[config.mk]
export PLATFORM = sky130hd
export DESIGN_NAME = rle_endpoint
export DESIGN_NICKNAME = d
export VERILOG_FILES = /design/src/rle_pkg.sv /design/src/rle_endpoint.sv
export VERILOG_INCLUDE_DIRS = /design/src
export SDC_FILE = /design/constraint.sdc
export NUM_CORES = 1
export LEC_CHECK = 0
export BUFFER_PORTS_ARGS = -buffer_cell sky130_fd_sc_hd__buf_2
export CORE_MARGIN = 2
export CORE_UTILIZATION = 55
export CTS_BUF_LIST = sky130_fd_sc_hd__clkbuf_16
export CTS_CLUSTER_DIAMETER = 150
export DETAILED_ROUTE_END_ITERATION = 7
export PLACE_DENSITY_LB_ADDON = 0.3
export SKIP_LAST_GASP = 1
export SLEW_MARGIN = 30
export SYNTH_ARGS = -nofsm -noshare
export SYNTH_HDL_FRONTEND = slang
export SYNTH_SLANG_ARGS = --single-unit
[constraint.sdc]
create_clock -name mclk -period 3.5 [get_ports mclk]
set_input_delay 0.35 -clock mclk [delete_from_list [all_inputs] [get_ports mclk]]
set_output_delay 0.35 -clock mclk [all_outputs]
set_load 0.02 [all_outputs]
[src/rle_map.svh]
// rle_map.svh: register offsets, field positions, reset values and timing
// counts of the remote link endpoint; assumes a 40 MHz system clock.
`ifndef RLE_MAP_SVH
`define RLE_MAP_SVH

// system clock rate in hertz
`define RLE_CLK_HZ 40000000

// host-facing serial rate and radio link rate, in baud
`define RLE_HOST_BAUD 9600
`define RLE_LINK_BAUD 1200
// cycles per bit, rounded to nearest
`define RLE_HOST_BIT_CYC ((`RLE_CLK_HZ + `RLE_HOST_BAUD / 2) / `RLE_HOST_BAUD)
`define RLE_LINK_BIT_CYC ((`RLE_CLK_HZ + `RLE_LINK_BAUD / 2) / `RLE_LINK_BAUD)

// switch output hold after the far input drops, in milliseconds
`define RLE_HOLD_MS 500
`define RLE_HOLD_CYC ((`RLE_CLK_HZ / 1000) * `RLE_HOLD_MS)

// frame sizes in data bits
`define RLE_HOST_BITS 4'h8
`define RLE_LINK_BITS 4'h9

// apb byte offsets
`define RLE_CTRL_OFS 8'h00
`define RLE_STATUS_OFS 8'h04
`define RLE_LASTRX_OFS 8'h08
`define RLE_RXCNT_OFS 8'h0C

// control fields and reset value
`define RLE_CTRL_LINK_EN 0
`define RLE_CTRL_RST 32'h0000_0001

// status fields
`define RLE_ST_SERIAL 0
`define RLE_ST_PACE 1
`define RLE_ST_SWOUT_LO 2
`define RLE_ST_STATION_LO 5
`define RLE_ST_TXBUSY 9

// status byte fields
`define RLE_SB_SW_HI 7
`define RLE_SB_SW_LO 5
`define RLE_SB_ST_HI 4
`define RLE_SB_ST_LO 1
// radio frame bit marking a switch-mode sender
`define RLE_ORIGIN_BIT 8

`endif

[src/rle_pkg.sv]
// rle_pkg.sv: types of the remote link endpoint.
// assumes rle_map.svh is on the include path.
package rle_pkg;

  // serial engine phase, gray along idle-start-data-stop
  typedef enum logic [1:0] {
    RLE_IDLE  = 2'b00,
    RLE_START = 2'b01,
    RLE_DATA  = 2'b11,
    RLE_STOP  = 2'b10
  } rle_phase_t;

  // one serial engine, receive or transmit
  typedef struct packed {
    rle_phase_t ph;     // frame phase
    logic [15:0] cnt;   // cycles left in bit
    logic [3:0] bits;   // data bit index
    logic [8:0] sh;     // frame data
  } rle_uart_t;

  // whole state of the endpoint
  typedef struct packed {
    logic serial_mode;        // registered mode pin
    logic link_en;            // control: radio transmit allowed
    rle_uart_t host_rx;       // 9600 input engine
    rle_uart_t host_tx;       // 9600 output engine
    rle_uart_t rad_rx;        // 1200 radio receive
    rle_uart_t rad_tx;        // 1200 radio transmit
    logic host_full;          // held input byte waiting
    logic [7:0] host_byte;    // held input byte
    logic ser_out;            // serial output line
    logic rad_out;            // radio output line
    logic pace;               // pacing output
    logic [2:0] sw_out;       // switch outputs, [2]=a
    logic [2:0] sw_timed;     // output drops on hold expiry
    logic [2:0][24:0] hold;   // hold timers
    logic [8:0] last_rx;      // last radio frame
    logic [15:0] rx_cnt;      // radio frames taken
    logic [31:0] prdata;      // apb read data
  } rle_state_t;

endpackage

[src/rle_endpoint.sv]
// rle_endpoint.sv: remote link endpoint, serial and switch modes, with a
// 1200 baud radio bit line on each side and an apb register slave.
// assumes all inputs synchronous to mclk and a radio that carries the
// frame line transparently.
`timescale 1ns/1ps
`include "rle_map.svh"

// Behaviour
// - mode pin low switch, high serial
// - mode change applied within one second
// - host bytes 9600 baud 8N1 received
// - pacing low when ready, high when busy
// - hold byte, forward at 1200 baud
// - serial pins active only in serial mode
// - switch and station pins only switch mode
// - radio bytes leave serial out 9600 8N1
// - high switch input sends a zero
// - outputs follow input, drop 500 ms later
// - outputs high only on station match
// - open station pins mean address zero
// - resend status byte while any input high
// - status byte inverts switches and station
// - status byte bit 0 always zero
// - switch sender silent with inputs low
// - match inverted station, drive inverted outputs
// - mismatch leaves outputs unchanged
// - bit 0 ignored by switch receiver
module rle_endpoint
  import rle_pkg::*;
#(
  parameter int HOST_BIT_CYC = `RLE_HOST_BIT_CYC, // 9600 bit time
  parameter int LINK_BIT_CYC = `RLE_LINK_BIT_CYC, // 1200 bit time
  parameter int HOLD_CYC = `RLE_HOLD_CYC          // output hold
) (
  input wire logic mclk,
  input wire logic rst,
  input wire logic mode_sel,
  input wire logic ser_in,
  output logic pace_busy_out,
  output logic ser_out,
  input wire logic switch_input_a,
  input wire logic switch_input_b,
  input wire logic switch_input_c,
  output logic switch_output_a,
  output logic switch_output_b,
  output logic switch_output_c,
  input wire logic station_sel_a,
  input wire logic station_sel_b,
  input wire logic station_sel_c,
  input wire logic station_sel_d,
  input wire logic radio_rx_in,
  output logic radio_tx_out,
  input wire logic psel,
  input wire logic penable,
  input wire logic pwrite,
  input wire logic [7:0] paddr,
  input wire logic [31:0] pwdata,
  output logic [31:0] prdata,
  output logic pready,
  output logic pslverr
);

  // sized copies of the bit times and the hold count
  localparam logic [15:0] HOST_BC = 16'(HOST_BIT_CYC);
  localparam logic [15:0] LINK_BC = 16'(LINK_BIT_CYC);
  localparam logic [24:0] HOLD_BC = 25'(HOLD_CYC);

  // idle engine
  localparam rle_uart_t UART_IDLE = '{ph: RLE_IDLE, cnt: 16'h0000,
                                      bits: 4'h0, sh: 9'h000};

  rle_state_t st_reg;  // registered state
  rle_state_t st_next; // next state

  logic [3:0] station;   // own address, a is msb
  logic [7:0] status_b;  // outgoing status byte
  logic any_in;          // any switch input high
  logic host_done;       // host byte complete
  logic rad_done;        // radio frame complete
  logic acc;             // apb access phase
  logic mapped;          // address decodes
  logic [7:0] rb;        // received radio byte
  logic ser_line;        // serial tx line now
  logic rad_line;        // radio tx line now

  // receive one bit-serial frame, mid-bit sampling
  function automatic rle_uart_t rx_step(input rle_uart_t e,
      input logic line, input logic [15:0] bc, input logic [3:0] nb,
      output logic done);
    rle_uart_t n;
    n = e;
    done = 1'b0;
    case (e.ph)
      RLE_IDLE: begin
        if (!line) begin
          n.ph = RLE_START;     // start edge seen
          n.cnt = bc >> 1;
        end
      end
      RLE_START: begin
        if (e.cnt != 16'h0000) begin
          n.cnt = e.cnt - 16'h0001;
        end else if (!line) begin
          n.ph = RLE_DATA;      // start confirmed mid-bit
          n.cnt = bc - 16'h0001;
          n.bits = 4'h0;
        end else begin
          n.ph = RLE_IDLE;      // glitch, drop
        end
      end
      RLE_DATA: begin
        if (e.cnt != 16'h0000) begin
          n.cnt = e.cnt - 16'h0001;
        end else begin
          n.sh[e.bits] = line;  // lsb first
          n.cnt = bc - 16'h0001;
          if (e.bits == nb - 4'h1) begin
            n.ph = RLE_STOP;
          end else begin
            n.bits = e.bits + 4'h1;
          end
        end
      end
      RLE_STOP: begin
        if (e.cnt != 16'h0000) begin
          n.cnt = e.cnt - 16'h0001;
        end else begin
          n.ph = RLE_IDLE;
          done = line;          // good stop bit only
        end
      end
      default: begin
        n = UART_IDLE;
      end
    endcase
    return n;
  endfunction

  // transmit one frame: start, nb data bits lsb first, stop
  function automatic rle_uart_t tx_step(input rle_uart_t e,
      input logic go, input logic [8:0] d, input logic [15:0] bc,
      input logic [3:0] nb, output logic line);
    rle_uart_t n;
    n = e;
    line = 1'b1;
    case (e.ph)
      RLE_IDLE: begin
        if (go) begin
          n.ph = RLE_START;     // load frame
          n.cnt = bc - 16'h0001;
          n.sh = d;
        end
      end
      RLE_START: begin
        line = 1'b0;
        if (e.cnt != 16'h0000) begin
          n.cnt = e.cnt - 16'h0001;
        end else begin
          n.ph = RLE_DATA;
          n.cnt = bc - 16'h0001;
          n.bits = 4'h0;
        end
      end
      RLE_DATA: begin
        line = e.sh[e.bits];
        if (e.cnt != 16'h0000) begin
          n.cnt = e.cnt - 16'h0001;
        end else begin
          n.cnt = bc - 16'h0001;
          if (e.bits == nb - 4'h1) begin
            n.ph = RLE_STOP;
          end else begin
            n.bits = e.bits + 4'h1;
          end
        end
      end
      RLE_STOP: begin
        if (e.cnt != 16'h0000) begin
          n.cnt = e.cnt - 16'h0001;
        end else begin
          n.ph = RLE_IDLE;
        end
      end
      default: begin
        n = UART_IDLE;
      end
    endcase
    return n;
  endfunction

  // pin-level helpers
  always_comb begin
    station = {station_sel_a, station_sel_b,
               station_sel_c, station_sel_d};
    any_in = switch_input_a | switch_input_b | switch_input_c;
    status_b = {~switch_input_a, ~switch_input_b, ~switch_input_c,
                ~station, 1'b0};
    acc = psel & penable;
    mapped = (paddr == `RLE_CTRL_OFS) || (paddr == `RLE_STATUS_OFS) ||
             (paddr == `RLE_LASTRX_OFS) || (paddr == `RLE_RXCNT_OFS);
  end

  // next-state logic for the whole endpoint
  always_comb begin
    st_next = st_reg;
    // mode pin takes effect on the next edge
    st_next.serial_mode = mode_sel;

    // host input engine runs only in serial mode
    if (st_reg.serial_mode) begin
      st_next.host_rx = rx_step(st_reg.host_rx, ser_in, HOST_BC,
                                `RLE_HOST_BITS, host_done);
    end else begin
      st_next.host_rx = UART_IDLE;
      host_done = 1'b0;
    end
    // radio transmit: held byte or repeated status byte
    if (st_reg.serial_mode) begin
      st_next.rad_tx = tx_step(st_reg.rad_tx,
          st_reg.host_full & st_reg.link_en,
          {1'b0, st_reg.host_byte}, LINK_BC,
          `RLE_LINK_BITS, rad_line);
      if (st_reg.rad_tx.ph == RLE_IDLE && st_reg.host_full &&
          st_reg.link_en) begin
        st_next.host_full = 1'b0;                   // byte handed over
      end
    end else begin
      st_next.rad_tx = tx_step(st_reg.rad_tx, any_in & st_reg.link_en,
          {1'b1, status_b}, LINK_BC,
          `RLE_LINK_BITS, rad_line);
      st_next.host_full = 1'b0;
    end
    st_next.rad_out = rad_line;
    // full buffer drops a late byte; one freed this cycle takes it
    if (host_done && !st_next.host_full) begin
      st_next.host_full = 1'b1;
      st_next.host_byte = st_next.host_rx.sh[7:0];
    end

    // pacing: low only when a byte can be taken
    st_next.pace = st_reg.serial_mode ?
        (st_next.host_full | (st_next.host_rx.ph != RLE_IDLE)) :
        1'b1;

    // radio receive
    st_next.rad_rx = rx_step(st_reg.rad_rx, radio_rx_in, LINK_BC,
                             `RLE_LINK_BITS, rad_done);
    rb = st_next.rad_rx.sh[7:0];
    if (rad_done) begin
      st_next.last_rx = st_next.rad_rx.sh;
      st_next.rx_cnt = st_reg.rx_cnt + 16'h0001;
    end

    // hold timers run down; expiry drops a timed output
    for (int i = 0; i < 3; i++) begin
      if (st_reg.sw_timed[i] && st_reg.sw_out[i]) begin
        if (st_reg.hold[i] == 25'h000_0000) begin
          st_next.sw_out[i] = 1'b0;
        end else begin
          st_next.hold[i] = st_reg.hold[i] - 25'h000_0001;
        end
      end
    end

    // switch-mode decode; bit 0 never looked at
    if (!st_reg.serial_mode && rad_done &&
        (~rb[`RLE_SB_ST_HI:`RLE_SB_ST_LO] == station)) begin
      for (int i = 0; i < 3; i++) begin
        if (st_next.rad_rx.sh[`RLE_ORIGIN_BIT]) begin
          // switch sender: refresh high outputs, low ones time out
          st_next.sw_timed[i] = 1'b1;
          if (!rb[`RLE_SB_SW_LO + i]) begin
            st_next.sw_out[i] = 1'b1;
            st_next.hold[i] = HOLD_BC;
          end else if (!st_reg.sw_timed[i]) begin
            st_next.hold[i] = HOLD_BC;              // latched level: full hold
          end
        end else begin
          // serial sender: levels latch as sent
          st_next.sw_timed[i] = 1'b0;
          st_next.sw_out[i] = ~rb[`RLE_SB_SW_LO + i];
        end
      end
    end
    if (st_reg.serial_mode) begin
      st_next.sw_out = 3'b000;
      st_next.sw_timed = 3'b000;
    end

    // host output engine, serial mode only
    st_next.host_tx = tx_step(st_reg.host_tx,
        st_reg.serial_mode & rad_done, {1'b0, rb}, HOST_BC,
        `RLE_HOST_BITS, ser_line);
    st_next.ser_out = st_reg.serial_mode ? ser_line : 1'b1;

    // apb: read data captured in setup phase
    if (psel && !penable) begin
      case (paddr)
        `RLE_CTRL_OFS: begin
          st_next.prdata = {31'h0000_0000, st_reg.link_en};
        end
        `RLE_STATUS_OFS: begin
          st_next.prdata = {22'h00_0000,
              st_reg.rad_tx.ph != RLE_IDLE, station,
              st_reg.sw_out, st_reg.pace, st_reg.serial_mode};
        end
        `RLE_LASTRX_OFS: begin
          st_next.prdata = {23'h00_0000, st_reg.last_rx};
        end
        `RLE_RXCNT_OFS: begin
          st_next.prdata = {16'h0000, st_reg.rx_cnt};
        end
        default: begin
          st_next.prdata = 32'h0000_0000;           // unmapped
        end
      endcase
    end
    // apb write takes effect in the access cycle
    if (acc && pwrite && paddr == `RLE_CTRL_OFS) begin
      st_next.link_en = pwdata[`RLE_CTRL_LINK_EN];
    end
  end

  // state register, synchronous reset
  always_ff @(posedge mclk) begin
    if (rst) begin
      st_reg <= '{serial_mode: 1'b0,
                  link_en: 1'(`RLE_CTRL_RST >> `RLE_CTRL_LINK_EN),
                  host_rx: UART_IDLE, host_tx: UART_IDLE,
                  rad_rx: UART_IDLE, rad_tx: UART_IDLE,
                  host_full: 1'b0, host_byte: 8'h00,
                  ser_out: 1'b1, rad_out: 1'b1, pace: 1'b1,
                  sw_out: 3'b000, sw_timed: 3'b000,
                  hold: '0, last_rx: 9'h000, rx_cnt: 16'h0000,
                  prdata: 32'h0000_0000};
    end else begin
      st_reg <= st_next;
    end
  end

  // outputs
  always_comb begin
    pace_busy_out = st_reg.pace;
    ser_out = st_reg.ser_out;
    radio_tx_out = st_reg.rad_out;
    switch_output_a = st_reg.sw_out[2];
    switch_output_b = st_reg.sw_out[1];
    switch_output_c = st_reg.sw_out[0];
    prdata = st_reg.prdata;
    pready = 1'b1;                                  // zero wait states
    pslverr = acc & ~mapped;
  end

endmodule

==> results of run 1 <==
[kinds of logic after synthesis]
family	Yosys count	synth area share [%]
other	2	0.0590
adder cells (fa/ha/maj)	21	2.06
multiplexers	39	3.68
AO/OA/AOI/OAI	248	13.4
AND/OR/NAND/NOR	685	27.0
buffers and inverters	138	5.36
XOR/XNOR	119	8.19
flip-flops	256	40.3
[worst min-delay path by stage]
stage	depth (start not counted)	end
finish	3	st_reg[274]$_SDFFE_PP1P_
global route	3	st_reg[274]$_SDFFE_PP1P_
CTS	3	st_reg[274]$_SDFFE_PP1P_
detailed placement	2	st_reg[49]$_SDFFE_PP0P_
global placement	2	prdata[9]$_SDFFE_PP0P_
floorplan	1	radio_tx_out$_SDFF_PP1_
[cell type report]
cell class              count  area (um2)
diodes                      2        5.00
inverters                  31         116
well taps                 285         357
fillers                  1974        8720
flip-flops and latches    256        5120
repair buffers             64         370
clock inverters            23         300
multi-input cells        1129        6990
clock buffers              29         726
[repair_timing]
item / 4_1_cts / 5_1_grt
hold buffers: 1 / 0
gates resized for setup: 0 / 1
setup endpoints to repair: 0 / 7
hold endpoints to repair: 1 / 0
[power breakdown]
group | leakage [nW] | switching (mW) | total (mW) | internal [mW]
registers | 2.07 | 0.103 | 3.10 | 3.00
clock network | 0.504 | 1.22 | 3.24 | 2.02
logic | 2.74 | 0.580 | 0.901 | 0.322
total | 5.31 | 1.91 | 7.25 | 5.34
[layer usage]
layer  share of wire, %  vias up  routed length (um)
met3                4.7       49                1310
li1                   -     5285                   -
met4                2.9        0                 808
met2                 47      221               13000
met1                 46     4973               12800
met5                  0        -                   0
[cell usage in the layout, fill, tap and decap left out, types with 13 or more instances in the layout]
cell       netlist  layout
a22oi_1         15      15
nor3_1          57      57
xor2_1          53      53
nor4_1          33      32
conb_1           2      17
nand2b_1        13      13
nor2_1         267     266
clkbuf_16        0      29
or4_1           36      35
mux2i_1         22      22
o21ai_0         46      46
or3_1           32      32
inv_1           30      33
nand3_1         39      39
buf_2            2      45
dfxtp_1        256     256
xnor2_1         66      66
ha_1            21      21
nand4_1         28      28
a211oi_1        13      13
a21oi_2         23      23
nand2_1        100     100
buf_4           37      18
a21oi_1         75      75
[worst reg2reg max path: cells and delay by family, from the launching register on]
kind	cells	cell delay, ps
compound gates	1	170
simple gates	6	2560
fa+ha+maj	1	190
flops	1	330
buf+inv	1	80
[through the flow]
stage	hold slack [ps]	utilization, %	total power [mW]	std cells	cell area [um2]
after global placement	438	57.0	4.02	1764	12900
after floorplan	427	-	3.86	1523	12800
final	36.8	61.6	7.25	1819	14000
after global routing	47.1	61.6	7.53	1818	14000
after CTS	24.7	61.5	7.30	1817	14000
after detailed placement	445	57.0	4.05	1764	12900
==> results.toml, run 1 <==
[floorplan]
die_area_mm2 = 0.0244
start_util_pct = 56.0
die_h_um = 156
dieWidth_um = 156
core_mm2 = 0.0227
rows = 55
ios = 95

[grt]
grt_pass1_wl_um = 46800
antenna_found_initial = 2
use_met3_pct = 3.28
grt_most_used_layer = "met2"
grtUsageMet1_pct = 29.9
grt_use_met2_pct = 38.8
grt_pass1_vias = 9828
grt_max_degree = 71
grtUsageTotal_pct = 22.9
grt_overflow_total = 0

[clocking]
cts_buffers = 28
cts_max_level = 1
cts.path.max_buffers = 3
clock_sinks = 256
clkTransAtPathRegs_ps = 60
tritoncts = "yes"
insertion_delay_ps = 550
clock-root-buffer = "clkbuf_16"
post-cts-setup-buffers = 0

[synth]
synth-main-ff-cell = "dfxtp_1"
synth_top_area_share_pct = 40.3
syn_area_per_cell_um2 = 8.44
ys_async_sr_fraction_pct = 0
synth_cell_types = 79
syn_inst = 1508
synth_warnings = 0
synth.largest_area_cell = "dfxtp_1"
syn-cell-area_mm2 = 0.0127
synth_area_leaders = "dfxtp_1 (40%), nor2_1 (7.9%), xnor2_1 (4.5%)"
synth_common_cells = "nor2_1 (267), dfxtp_1 (256), nand2_1 (100)"
synthMostInstantiatedCell = "nor2_1"
ys_seq_elements = 256
synth_enable_flop_cells = 0
synth_seq_area_share_pct = 40.3

[routing]
totalWireLength_um = 28000
num_vias = 10500
drc_errors = 0
viasPerCell = 5.79
drtIter0Drc = 735
wl_per_cell_um = 15.4
drt-pass1-iter-count = 8
ant_nets = 0

[setup_path]
critPathCaptureType = "flop"
cp.arrival_ps = 3850
crit_family = "simple AND/OR/NAND/NOR gates"
cp.depth = 9
r2r_cells = 9
worstPathCellList = "inv_1 -> ha_1 -> nor3b_1 -> nand4_1 -> nor4_2 -> or3_1 -> nand2_1 -> or4_4 -> a21oi_2"
rr_startpoint = "st_reg[195]$_SDFFE_PP0P_"
slowest_stage = "or4_4"
crit_end = "st_reg[131]$_SDFF_PP0_"
start_kind = "flop"
crit_start = "st_reg[195]$_SDFFE_PP0P_"
critPathKind = "reg -> reg"
path_max_fanout = 8
critPathRequiredTime_ps = 3970
crit_buf_inv = 1
reg2reg_setup_slack_ps = 110
timing.rr.end = "st_reg[131]$_SDFF_PP0_"
cpPeakStageDelay_ps = 730

[sta]
slew_viol_final = 0
fin_ws_ps = 113
worst_pin_slew_ps = 891
setup_viol = 0
skew_ps = 16.5
fin_crit_ps = 3390
relSlewSlack_pct = 40.6
final_hold_viol_count = 0
max_clock_freq_ghz = 0.295
final.setup.tns_ps = 0
rsz0062_at_grt = "false"
period_share_pct = 96.8

[power_and_ir_drop]
p_leak_nw = 5.31
ir_drop_mv = 0.371
powerDensity_mw_per_mm2 = 518

[run]
drv_cap = 0

[worst_hold_path]
min_from = "pwdata[0]"
min_path_type = "in -> reg"

[cells_and_area]
syn_to_final_growth_pct = 9.94
largest_reg_flops = 234
drive_gt1_share_pct = 11.7
final_nets = 1586

[placement]
dpl_worst_slack_ps = 135
routabilityCongestion = 0.845
io_buffer_count = 46
hpwl_um = 19100

[outcome]
status = "finished clean"
(Power assumes the default switching activity.)
==> run 2, diff against run 1 <==
--- a/config.mk
+++ b/config.mk
@@ -8,7 +8,7 @@
 export LEC_CHECK = 0
 export BUFFER_PORTS_ARGS = -buffer_cell sky130_fd_sc_hd__buf_2
 export CORE_MARGIN = 2
-export CORE_UTILIZATION = 55
+export CORE_UTILIZATION = 28
 export CTS_BUF_LIST = sky130_fd_sc_hd__clkbuf_16
 export CTS_CLUSTER_DIAMETER = 150
 export DETAILED_ROUTE_END_ITERATION = 7
==> results.toml, run 2 (synthesis gave the netlist of run 1 again) <==
[power_and_ir_drop]
clock_power_share_pct = 40.2
power.internal_mw = 4.81
power_frac_seq_pct = 46.4
ir_drop_mv = 0.326
switchingPower_mw = 1.89
powerDensity_mw_per_mm2 = 470
swShare_pct = 28.2
total_power_mw = 6.70
combPwrFrac_pct = 13.5
p_leak_nw = 5.26

[setup_path]
crit_start = "st_reg[194]$_SDFFE_PP0P_"
critPathKind = "reg -> reg"
rr_startpoint = "st_reg[194]$_SDFFE_PP0P_"
timing.rr.end = "st_reg[131]$_SDFF_PP0_"
critPathRequiredTime_ps = 3980
path_max_fanout = 8
reg2reg_setup_slack_ps = 280
critPathCaptureType = "flop"
r2r_cells = 9
cp.arrival_ps = 3710
start_kind = "flop"

[sta]
whs_ps = 124
max_clock_freq_ghz = 0.310
period_share_pct = 92.1
relSlewSlack_pct = 40.3
slew_viol_final = 0
skew_ps = 15.1
fin_ws_ps = 278
rsz0062_at_grt = "false"
fin_crit_ps = 3220
final_hold_viol_count = 0
setup_viol = 0
final.setup.tns_ps = 0
worst_pin_slew_ps = 887

[routing]
wl_per_cell_um = 14.2
drt-pass1-iter-count = 5
num_vias = 10400
drc_errors = 0
totalWireLength_um = 30300
drtIter0Drc = 590
viasPerCell = 4.87
ant_nets = 0

[grt]
grtUsageTotal_pct = 12.9
grt_pass1_vias = 9920
grt_overflow_total = 0
grt_pass1_wl_um = 50500
antenna_found_initial = 2
grt_max_degree = 133

[floorplan]
core_mm2 = 0.0451
rows = 78
dieWidth_um = 217
ios = 95
die_area_mm2 = 0.0472
die_h_um = 217
start_util_pct = 28.2

[clocking]
tritoncts = "yes"
post-cts-setup-buffers = 0
clkTransAtPathRegs_ps = 60
clock-root-buffer = "clkbuf_16"
cts_buffers = 29
insertion_delay_ps = 560
clock_sinks = 256
cts.path.max_buffers = 3
cts_max_level = 1

[outcome]
status = "finished clean"

[cells_and_area]
final_cell_mix = "nor2_1 (266), dfxtp_1 (256), nand2_1 (100), a21oi_1 (75), xnor2_1 (66)"
final_common_cell = "nor2_1"
drive_gt1_share_pct = 11.6
largest_reg_flops = 234
syn_to_final_growth_pct = 12.0
final_nets = 1595

[placement]
hpwl_um = 21200
routabilityCongestion = 0.805
io_buffer_count = 46
dpl_worst_slack_ps = 212

[run]
drv_cap = 0

[worst_hold_path]
min_path_type = "in -> reg"
min_from = "pwrite"
hold-path-cell-count = 4
min_to = "st_reg[274]$_SDFFE_PP1P_"
==> run 2: through the flow <==
stage / util [%] / std cells / area [um2]
after floorplan: - / 1523 / 12800
after CTS: 31.6 / 2136 / 14200
after global placement: 29.7 / 2086 / 13400
final: 31.6 / 2137 / 14200
after global routing: 31.6 / 2136 / 14200
after detailed placement: 29.7 / 2086 / 13400
==> run 2: layout make-up <==
type,instances,area [um2]
Multi-Input combinational cell,1129,6990
Clock buffer,29,726
Antenna cell,1,2.50
Sequential cell,256,5120
Fill cell,4764,30800
Inverter,31,116
Clock inverter,19,92.6
Timing Repair Buffer,72,445
Tap cell,600,751
==> run 2: power groups by stage <==
stage	clock [mW]	combinational [mW]	sequential, mW
6_report	2.69	0.903	3.11
5_1_grt	2.91	1.01	3.12
4_1_cts	2.80	0.901	3.10
3_5_place_dp	0	0.893	3.17
3_3_place_gp	0	0.889	3.16
2_1_floorplan	0	0.739	3.12
==> run 2: worst max-delay path by stage <==
| stage | end | slack (ps) | cells after the start |
|---|---|---|---|
| after floorplan | st_reg[125]$_SDFF_PP0_ | 540 | 11 |
| after global placement | st_reg[106]$_SDFF_PP0_ | 220 | 9 |
| after detailed placement | st_reg[102]$_SDFF_PP0_ | 210 | 9 |
| after CTS | st_reg[102]$_SDFF_PP0_ | 200 | 9 |
| after global routing | st_reg[131]$_SDFF_PP0_ | 80 | 9 |
| final | st_reg[131]$_SDFF_PP0_ | 280 | 9 |
==> run 2: metal layers <==
layer	track usage, %	part of all wire, %	up-vias
met3	1.91	3.8	53
met5	0	0	-
met1	16.9	48	4888
met2	21.4	46	150
li1	-	-	5306
met4	4.59	2.6	0
==> run 2: what timing repair did <==
| action | CTS | global route |
|---|---|---|
| hold buffers | 2 | 0 |
| hold endpoints to repair | 2 | 0 |
| setup endpoints to repair | 0 | 7 |
| resized for setup | 0 | 1 |
==> run 2: critical path, cell delays in order, from the launching register on <==
cell	delay, ps
dfxtp_1	340
inv_1	70
ha_1	190
nor3b_1	360
nand4_1	400
o31a_1	460
o21ai_1	170
nand2_1	260
or4_4	720
a21oi_2	160
